File: src/epp_pkg.sv
package epp_pkg;
    // =========================================================
    // widths
    localparam int ADDR_W = 19;
    localparam int DATA_W = 8;
    // =========================================================
    // timing at 200 MHz
    localparam int CLK_PS         = 5000;
    localparam int T_SETUP_US     = 2;
    localparam int T_PULSE_US     = 100;
    localparam int T_PULSE_MIN_US = 95;
    localparam int T_PULSE_MAX_US = 105;
    localparam int T_SETUP_CYC    = (T_SETUP_US * 1000000 + CLK_PS - 1)
                                    / CLK_PS;
    localparam int T_PULSE_CYC    = (T_PULSE_US * 1000000) / CLK_PS;
    localparam int T_PMIN_CYC     = (T_PULSE_MIN_US * 1000000 + CLK_PS - 1)
                                    / CLK_PS;
    localparam int T_PMAX_CYC     = (T_PULSE_MAX_US * 1000000) / CLK_PS;
    localparam int CNT_W          = 16;
    localparam logic [7:0] MAX_TRIES = 8'h19;
    localparam logic [7:0] ERASED    = 8'hFF;
    // =========================================================
    // commands and pin bundle
    typedef enum logic [1:0] {
        EPP_CMD_PROG = 2'h0,
        EPP_CMD_READ = 2'h1,
        EPP_CMD_SIG  = 2'h2
    } epp_cmd_t;
    typedef struct packed {
        logic              chip_select_n;
        logic              output_gate_n;
        logic              prog_supply_hi;
        logic              core_supply_hi;
        logic              sig_hv_en;
        logic [ADDR_W-1:0] address_inputs;
    } epp_pins_t;
endpackage : epp_pkg

File: src/epp_prog_host.sv
`timescale 1ns/10ps
`default_nettype none
// Behaviour
// - program mode needs high program supply and chip select low
// - whole byte and address driven on pins during a pulse
// - repeat 100 us pulses each followed by verify, no overprogram
// - only chip select is per device; other pins shared
// - verify: gate low, select high, both supplies raised
// - signature mode: high voltage on address pin, supplies normal
// - other address lines held low in signature mode
// - device drives data with gate low: select low to read, select high to verify
// - program pulse lasts 95 to 105 us
module epp_prog_host
    import epp_pkg::*;
(
    // clock and reset
    input  wire logic              clock_i,
    input  wire logic              sys_rst_i,
    input  wire logic              ce_i,
    // command port
    input  wire logic              cmd_valid_i,
    input  wire epp_cmd_t          cmd_i,
    input  wire logic [ADDR_W-1:0] cmd_addr_i,
    input  wire logic [DATA_W-1:0] cmd_data_i,
    output logic                   cmd_ready_o,
    output logic                   done_o,
    output logic                   fail_o,
    output logic      [DATA_W-1:0] rdata_o,
    // device pins
    output epp_pins_t              pins_o,
    output logic      [DATA_W-1:0] dq_o,
    output logic                   dq_oe_n_o,
    input  wire logic [DATA_W-1:0] dq_i
);
    typedef enum logic [6:0] {
        S_IDLE  = 7'h01,
        S_SETUP = 7'h02,
        S_PULSE = 7'h04,
        S_HOLD  = 7'h08,
        S_VFY   = 7'h10,
        S_READ  = 7'h20,
        S_DONE  = 7'h40
    } epp_state_t;

    epp_state_t        state;
    epp_cmd_t          cmd;
    logic [CNT_W-1:0]  cnt;
    logic [7:0]        tries;
    logic [DATA_W-1:0] want;
    logic [DATA_W-1:0] dq_sync;
    logic              cnt_zero;
    logic [ADDR_W-1:0] addr;
    logic [CNT_W-1:0]  low_run;

    assign cnt_zero = (cnt == '0);

    // =========================================================
    // pin input synchroniser
    epp_sync u_sync (
        .clock_i (clock_i),
        .ce_i    (ce_i),
        .d_i     (dq_i),
        .q_o     (dq_sync)
    );

    // =========================================================
    // sequencer
    always_ff @(posedge clock_i) begin
        if (sys_rst_i) begin
            state <= S_IDLE;
            cmd   <= EPP_CMD_READ;
            cnt   <= '0;
            tries <= 8'h00;
            want  <= 8'h00;
            addr  <= '0;
        end else if (ce_i) begin
            if (!cnt_zero) begin
                cnt <= cnt - 1'b1;
            end
            unique case (state)
                S_IDLE: begin
                    if (cmd_valid_i) begin
                        cmd   <= cmd_i;
                        want  <= cmd_data_i;
                        addr  <= cmd_addr_i; // held for the whole command
                        tries <= 8'h00;
                        cnt   <= CNT_W'(T_SETUP_CYC);
                        state <= S_SETUP;
                    end
                end
                S_SETUP: begin
                    if (cnt_zero) begin
                        if (cmd != EPP_CMD_PROG) begin
                            state <= S_READ;
                            cnt   <= CNT_W'(T_SETUP_CYC);
                        end else if (want == ERASED) begin
                            state <= S_VFY;
                            cnt   <= CNT_W'(T_SETUP_CYC);
                        end else begin
                            state <= S_PULSE;
                            cnt   <= CNT_W'(T_PULSE_CYC - 1);
                        end
                    end
                end
                S_PULSE: begin
                    if (cnt_zero) begin
                        tries <= tries + 8'h01;
                        state <= S_HOLD;
                        cnt   <= CNT_W'(T_SETUP_CYC);
                    end
                end
                S_HOLD: begin
                    if (cnt_zero) begin
                        state <= S_VFY;
                        cnt   <= CNT_W'(T_SETUP_CYC);
                    end
                end
                // verify then pulse again or finish
                S_VFY: begin
                    if (cnt_zero) begin
                        if (dq_sync == want || tries >= MAX_TRIES
                            || (~dq_sync & want) != 8'h00) begin
                            state <= S_DONE;
                        end else begin
                            // data settles again before the next pulse
                            state <= S_SETUP;
                            cnt   <= CNT_W'(T_SETUP_CYC);
                        end
                    end
                end
                S_READ: begin
                    if (cnt_zero) begin
                        state <= S_DONE;
                    end
                end
                S_DONE: begin
                    state <= S_IDLE;
                end
            endcase
        end
    end

    // =========================================================
    // pin drive, all registered
    always_ff @(posedge clock_i) begin
        if (sys_rst_i) begin
            pins_o    <= '{1'b1, 1'b1, 1'b0, 1'b0, 1'b0, '0};
            dq_o      <= 8'h00;
            dq_oe_n_o <= 1'b1;
        end else if (ce_i) begin
            // select high unless pulsing or reading
            pins_o.chip_select_n <= 1'b1;
            pins_o.output_gate_n <= 1'b1;
            dq_oe_n_o            <= 1'b1;
            if (state != S_IDLE && state != S_DONE) begin
                pins_o.address_inputs <= (cmd == EPP_CMD_SIG)
                    ? {{(ADDR_W-1){1'b0}}, addr[0]}
                    : addr;
                pins_o.prog_supply_hi <= (cmd == EPP_CMD_PROG);
                pins_o.core_supply_hi <= (cmd == EPP_CMD_PROG);
                pins_o.sig_hv_en      <= (cmd == EPP_CMD_SIG);
            end else begin
                pins_o.prog_supply_hi <= 1'b0;
                pins_o.core_supply_hi <= 1'b0;
                pins_o.sig_hv_en      <= 1'b0;
            end
            if (cmd == EPP_CMD_PROG && (state == S_SETUP ||
                state == S_PULSE || state == S_HOLD)) begin
                dq_o      <= want;
                dq_oe_n_o <= 1'b0;
            end
            // select is the only per-device pin
            // low select pulse, gate stays high
            if (state == S_PULSE) begin
                pins_o.chip_select_n <= 1'b0;
            end
            // verify with select high and gate low
            if (state == S_VFY) begin
                pins_o.output_gate_n <= 1'b0;
            end
            if (state == S_READ) begin
                pins_o.chip_select_n <= 1'b0;
                pins_o.output_gate_n <= 1'b0;
            end
        end
    end

    // =========================================================
    // answer
    always_ff @(posedge clock_i) begin
        if (sys_rst_i) begin
            cmd_ready_o <= 1'b0;
            done_o      <= 1'b0;
            fail_o      <= 1'b0;
            rdata_o     <= 8'h00;
        end else if (ce_i) begin
            cmd_ready_o <= (state == S_IDLE) && !cmd_valid_i;
            done_o      <= 1'b0;
            if ((state == S_VFY || state == S_READ) && cnt_zero) begin
                rdata_o <= dq_sync;
            end
            // fail when a program command ends with a read-back mismatch
            if (state == S_DONE) begin
                done_o <= 1'b1;
                fail_o <= (cmd == EPP_CMD_PROG) && (rdata_o != want);
            end
        end
    end

    // low time of the select pin
    always_ff @(posedge clock_i) begin
        if (sys_rst_i) begin
            low_run <= '0;
        end else if (ce_i) begin
            low_run <= pins_o.chip_select_n ? '0 : low_run + 1'b1;
        end
    end
endmodule : epp_prog_host
`default_nettype wire

File: src/epp_sync.sv
`timescale 1ns/10ps
`default_nettype none
// three-stage synchroniser, change taken when stages two and three agree
module epp_sync
    import epp_pkg::*;
(
    // clock
    input  wire logic              clock_i,
    input  wire logic              ce_i,
    // data
    input  wire logic [DATA_W-1:0] d_i,
    output logic      [DATA_W-1:0] q_o
);
    logic [DATA_W-1:0] s1;
    logic [DATA_W-1:0] s2;
    logic [DATA_W-1:0] s3;
    // =========================================================
    // stages
    always_ff @(posedge clock_i) begin
        if (ce_i) begin
            s1 <= d_i;
            s2 <= s1;
            s3 <= s2;
        end
    end
    // accept once two stages agree
    always_ff @(posedge clock_i) begin
        if (ce_i && s2 == s3) begin
            q_o <= s3;
        end
    end
endmodule : epp_sync
`default_nettype wire
File: config.mk
export PLATFORM = sky130hd
export DESIGN_NAME = epp_prog_host
export DESIGN_NICKNAME = d
export VERILOG_FILES = /design/src/epp_pkg.sv /design/src/epp_prog_host.sv /design/src/epp_sync.sv
export SDC_FILE = /design/constraint.sdc
export NUM_CORES = 1
export LEC_CHECK = 0
export BUFFER_PORTS_ARGS = -buffer_cell sky130_fd_sc_hd__buf_2
export CORE_MARGIN = 2
export CORE_UTILIZATION = 57
export DETAILED_ROUTE_END_ITERATION = 16
export PLACE_DENSITY_LB_ADDON = 0.3
export SYNTH_ARGS = -nofsm -noshare
export SYNTH_HDL_FRONTEND = slang
export SYNTH_SLANG_ARGS = --single-unit
File: constraint.sdc
create_clock -name clock_i -period 3.2 [get_ports clock_i]
set_clock_uncertainty 0.1 [all_clocks]
set_input_delay 0.32 -clock clock_i [delete_from_list [all_inputs] [get_ports clock_i]]
set_output_delay 0.32 -clock clock_i [all_outputs]
set_load 0.02 [all_outputs]
# [After elaboration in Yosys (flattened, before gate mapping)]
# Cells that the tools add are included.
[word_totals] ff_bits=136 input_bits=41
[op_classes] addsub=2 n_lt_le_gt_ge=1 n_eq_ne=20 mux=29 n_bitwise=2 n_reduce_logical=25
[op_table] operator="two-way mux 16 bit" count=6
[op_table] operator="one-hot mux 16 bit (4 select lines)" count=1
[op_table] operator="two-way mux 7 bit" count=7
[op_table] operator="one-hot mux 7 bit (7 select lines)" count=1
[op_table] operator="two-way mux 15 bit" count=2
[op_table] operator="two-way mux 19 bit" count=1
[op_table] operator="equality test 8 bit" count=2
[op_table] operator="zero test 16 bit" count=1
[op_table] operator="two-way mux 8 bit" count=2
[op_table] operator="one-hot mux 8 bit (2 select lines)" count=1
[op_table] operator="subtractor 16 x 1 -> 16 bit, second input constant" count=1
[op_table] operator="!= test 2 bit, second input constant" count=6
[op_table] operator="adder 8 x 1 -> 8 bit, second input constant" count=1
[op_table] operator="AND 8 bit" count=1
[op_table] operator="equality test 8 bit, second input constant" count=1
[op_table] operator="greater-or-equal comparator 8 x 5 -> 1 bit, second input constant" count=1
[op_table] operator="!= test 8 bit" count=1
[op_table] operator="NOT 8 bit" count=1
[op_table] operator="AND reduction 2 bit" count=4
[op_table] operator="nonzero test 8 bit" count=1
[op_table] operator="equality test 7 x 1 -> 1 bit, second input constant" count=1
[op_table] operator="equality test 7 x 2 -> 1 bit, second input constant" count=1
[op_table] operator="equality test 7 x 3 -> 1 bit, second input constant" count=1
[op_table] operator="equality test 7 x 4 -> 1 bit, second input constant" count=1
[op_table] operator="other kinds (20)" count=33

# [Depth between registers and ports, before layout]
[logic_depth] word_depth=7 depth_mapped=12 depth_no_buf=12

# [Cells and area by module]
# From an unflattened synthesis, not the netlist that was laid out.
[unflattened] hier_cells=644 hier_area_um2=6005.8
[by_module_without_submodules] mod="epp_prog_host" instances=1 cells_each=600 area_per_inst_um2=4949.7
[by_module_without_submodules] mod="epp_sync" instances=1 cells_each=44 area_per_inst_um2=1056.0

# [Worst setup path after synthesis]
# Ideal clock, no wire load.
[synth_timing] path_type="input to register" from="input port ce_i" to="register u_sync.q_o[0], enable pin" setup_ns=0.395 arrival_ns=1.972 t_required_ns=2.705 path_slack_ns=0.734 stages=4 path_buffers=2 cell_sequence="clkbuf_1 clkinv_1 clkbuf_1 nor4_1"
[synth_between] elab_chain_cells=1
[synth_rtl] element="start: declaration" line_no="epp_prog_host.sv:19" source="input wire logic ce_i,"
[synth_rtl] element="logical AND 1 bit" line_no="epp_sync.sv:28" source="if (ce_i && s2 == s3) begin"
[synth_rtl] element="end signal: assignment" line_no="epp_sync.sv:29" source="q_o <= s3;"
[synth_rtl] element="end: declaration" line_no="epp_sync.sv:12" source="output logic [DATA_W-1:0] q_o"
# Every way passes these cells.
# A chain may end at the register's enable or synchronous reset.

# [Worst setup path after layout]
[layout_timing] from="register cnt[0]" to="register cnt[0]"
[layout_between] elab_chain_cells=5 elab_cells_between_ends=9 cone_classes="add/sub: 1; mux: 7; reduce/logical: 1"
[layout_rtl] element="start: declaration" line_no="epp_prog_host.sv:47" source="logic [CNT_W-1:0] cnt;"
[layout_rtl] element="start signal: assignment" line_no="epp_prog_host.sv:78" source="cnt <= cnt - 1'b1;"
[layout_rtl] element="start signal: assignment" line_no="epp_prog_host.sv:87" source="cnt <= CNT_W'(T_SETUP_CYC);"
[layout_rtl] element="start signal: assignment" line_no="epp_prog_host.sv:95" source="cnt <= CNT_W'(T_SETUP_CYC);"
[layout_rtl] element="subtractor 16 x 1 -> 16 bit or zero test 16 bit (tied branches)" line_no="epp_prog_host.sv:78, epp_prog_host.sv:55"
[layout_rtl] element="two-way mux 16 bit" line_no="epp_prog_host.sv:77" source="if (!cnt_zero) begin"
[layout_rtl] element="two-way mux 16 bit" line_no="epp_prog_host.sv:121" source="if (dq_sync == want || tries >= MAX_TRIES"
[layout_rtl] element="two-way mux 16 bit" line_no="epp_prog_host.sv:120" source="if (cnt_zero) begin"
[layout_rtl] element="one-hot mux 16 bit (4 select lines) (*)" line_no="epp_prog_host.sv:80" source="unique case (state)"
# Mark *: on every way between the ends. The rest lies on a longest branch, timed or not.

==> out/qor.tcl <==
set qor(path_clk_slew_ns) 0.06
set qor(overflow) 0
set qor(post_synth_simple_gate_area_pct) 22.7
set qor(timing.reg2reg.worst_path_depth) 11
set qor(die-width_um) 106
set qor(max_slew_margin_pct) 43.7
set qor(unrepaired_setup_endpoints_after_global_routing) {false}
set qor(maxCapViolCount) 0
set qor(cts_resized) 0
set qor(max_slew.worst_pin.slew_ns) 0.842
set qor(async_set_or_reset_register_ratio_after_synthesis_pct) 0
set qor(worst-path-max-fanout) 7
set qor(post-route-min-period_ns) 2.85
set qor(mappedNetlistArea_sq_mm) 0.00598
set qor(cp_data_required_time_ns) 3.55
set qor(vias) 5429
set qor(result_of_the_run) {finished clean}
set qor(power.density_mw_per_mm2) 733
set qor(wire_per_inst_um) 16.9
set qor(dp_hpwl_mm) 10.0
set qor(power.net_switching_uw) 1870
set qor(final_cell_mix) {nand2_1 (124), dfxtp_1 (103), buf_2 (84)}
set qor(synthFlopType) {dfxtp_1}
set qor(synth.yosys.seq_area_share_pct) 50.6
set qor(power.static_leakage_uw) 0.00296
set qor(routed_via_density) 5.84
set qor(synth_top_cell_by_area) {dfxtp_1}
set qor(combinationalPowerShare_pct) 27.4
set qor(cp_data_arrival_time_ns) 3.20
set qor(initial_core_util_pct) 58.2
set qor(pin_count_of_the_biggest_net_entering_global_routing) 55
set qor(synth.mux.area_fraction_pct) 1.69
set qor(portion_of_total_power_attributed_to_sequential_cells_pct) 38.1
set qor(layoutNonFillerInstCount) 930
set qor(post-synth-top-area-fraction_pct) 34.5
set qor(worst_hold_path.num_cells) 5
set qor(clockRootBuffer) {clkbuf_8}
set qor(placed_cells_incl_taps) 861
set qor(numPortBuffers) 84
set qor(synthesis.instances) 670
set qor(internal-power_uw) 3560
set qor(cts.hold.buffers_added) 37
set qor(finalWorstSetupSlack_ns) 0.349
set qor(numCtsBuffers) 17
set qor(synth.avg_cell_area_sq_um) 8.92
set qor(antenna_found_initial) 0
set qor(total_power_uw) 5430
set qor(final-setup-viol-count) 0
set qor(num_rows) 37
set qor(ys.warnings.count) 0
set qor(max_freq_mhz) 351
set qor(switching_share_pct) 34.4
set qor(grt_first_pass_wirelength_mm) 25.9
set qor(synth_top_family_by_area) {simple AND/OR/NAND/NOR gates}
set qor(clock_tree_from_tritoncts) {done}
set qor(number_of_global_route_vias_before_repair) 5426
set qor(complex_gate_fraction_of_the_synthesized_area_pct) 13.9
set qor(num_io_pins) 85
set qor(clock_latency_ns) 0.54
set qor(design.core.area_sq_mm) 0.0103
set qor(post_route_fraction_of_the_period_consumed_by_the_critical_path_pct) 89.1
set qor(post_synth_xor_area_fraction_pct) 3.95
set qor(final_antenna_net_count) 0
set qor(clock_sinks) 135
set qor(setup.worst_path.end_class) {register}
set qor(detailedRoute.firstIterationViolations) 493
set qor(max-clock-path-buffers) 2
set qor(adder_and_majority_cell_fraction_of_the_synthesized_area_pct) 2.72
set qor(post_route_cells_drive_above_1_share_pct) 17.3
set qor(total_die_area_sq_mm) 0.0113
set qor(synth_enable_flop_cells) 32
set qor(drc_errors) 0
set qor(mostFrequentLayoutCell) {nand2_1}
set qor(h-tree-depth) 4
set qor(worstSetupStartpointType) {register}
set qor(gr-usage-all-layers_pct) 29.2
set qor(synth_cell_type_count) 62
set qor(num-fill-cells) 756
set qor(hold_path.class) {input port to register}
set qor(chipHeight_um) 106
set qor(setup_total_negative_slack_ns) 0
set qor(power_frac_clock_pct) 34.5
set qor(synth_nets) 724
set qor(hold_slack_ns) 0.243
set qor(finalMaxSlewViolations) 0
set qor(layout-area-overhead-vs-synth_pct) 23.9
set qor(critical_path_start_end_classification) {register to register}
set qor(timing.final.hold_violations) 0
set qor(ys_seq_elements) 135
set qor(detail_route.wirelength_mm) 15.7
set qor(routabilityCongestion) 0.920
set qor(synth.area.top_cells) {dfxtp_1 (34%), edfxtp_1 (16%), nand2_1 (7.8%), a21oi_1 (6.3%), nor2_1 (3.1%)}
set qor(nNetsFinal) 835
set qor(cts.repair_timing.setup_buffer_count) 0
set qor(firstDrtPassIters) 5
set qor(irDropWorstVdd_mv) 0.559
set qor(antenna_diode_count) 0
set qor(dpl_worst_slack_ns) 0.387
-- metal layers --
metal	routed length (um)	vias up	part of all wire, %	global-route usage (%)
li1	-	2586	-	-
met1	6430	2565	41	36.0
met2	7670	250	49	47.9
met3	1370	28	8.7	10.4
met4	224	0	1.4	9.37
met5	0	-	0	0
-- power by group through the flow --
stage	clock network [uW]	logic (uW)	registers, uW
2_1_floorplan	0	1120	2040
3_3_place_gp	0	1370	2080
3_5_place_dp	0	1400	2090
4_1_cts	1870	1450	2060
5_1_grt	1970	1650	2090
6_report	1870	1490	2070
-- sequential cells by signal, indices dropped and copies added (netlist names) --
signal	flops
u_sync.s2	8
tries	8
addr	19
dq_o	8
pins_o	23
dq_oe_n_o	1
cmd_ready_o	1
state	7
cmd	2
u_sync.s3	8
u_sync.q_o	8
cnt	16
done_o	1
want	8
rdata_o	8
u_sync.s1	8
fail_o	1
-- synth_stat cells, drive strengths merged, types with 6 or more instances --
library cell / n
edfxtp: 32
mux2i: 9
ha: 13
buf: 12
inv: 21
dfxtp: 103
xor2: 9
xnor2: 18
nor2: 50
and3: 6
nor4: 10
nor3b: 6
nand2: 126
o21ai: 21
nand3: 37
a21oi: 75
nand4: 15
clkbuf: 28
nor3: 12
-- final timing paths --
path                                             start                endpoint  slack (ns)
worst min-delay path                              ce_i   state[3]$_SDFFE_PP0P_        0.24
worst max-delay path               cnt[0]$_SDFFE_PP0P_     cnt[0]$_SDFFE_PP0P_        0.35
worst max register to register     cnt[0]$_SDFFE_PP0P_     cnt[0]$_SDFFE_PP0P_        0.35
worst min register to register  u_sync.s1[7]$_DFFE_PP_  u_sync.s2[7]$_DFFE_PP_        0.32
-- kinds of logic (layout without fill, tap and decap cells) --
group	count (synthesis)	count (layout)
and+or+nand+nor	287	287
AOI/OAI and AO/OA	136	136
DFF	135	135
buffers and inverters	62	186
xor gates and xnor gates	27	27
adders and majority gates	13	13
muxes	10	10
-- critical path: stages (launching register included) --
cell	delay, ns
dfxtp_1	0.35
inv_1	0.09
ha_1	0.19
nor2b_1	0.24
nand2b_1	0.19
nor3_2	0.45
inv_1	0.17
ha_1	0.34
o22a_1	0.22
o311ai_0	0.08
a21oi_1	0.07
o32ai_1	0.26
-- metrics by stage --
stage,cell area [sq um],utilization [%]
2_1_floorplan,5980,-
3_3_place_gp,6470,63.0
3_5_place_dp,6470,63.0
4_1_cts,7410,72.1
5_1_grt,7410,72.1
6_report,7410,72.1
-- cell type report --
| class | count | area (sq um) | share of cell area [%] |
|---|---|---|---|
| Clock buffer | 22 | 474 | 6.40 |
| Clock inverter | 10 | 93.8 | 1.27 |
| Inverter | 22 | 82.6 | 1.11 |
| Multi-Input combinational cell | 473 | 2690 | 36.3 |
| Sequential cell | 135 | 3020 | 40.8 |
| Tap cell | 136 | 170 | 2.30 |
| Timing Repair Buffer | 132 | 873 | 11.8 |
Note: power is estimated with default switching activity, not from simulation.
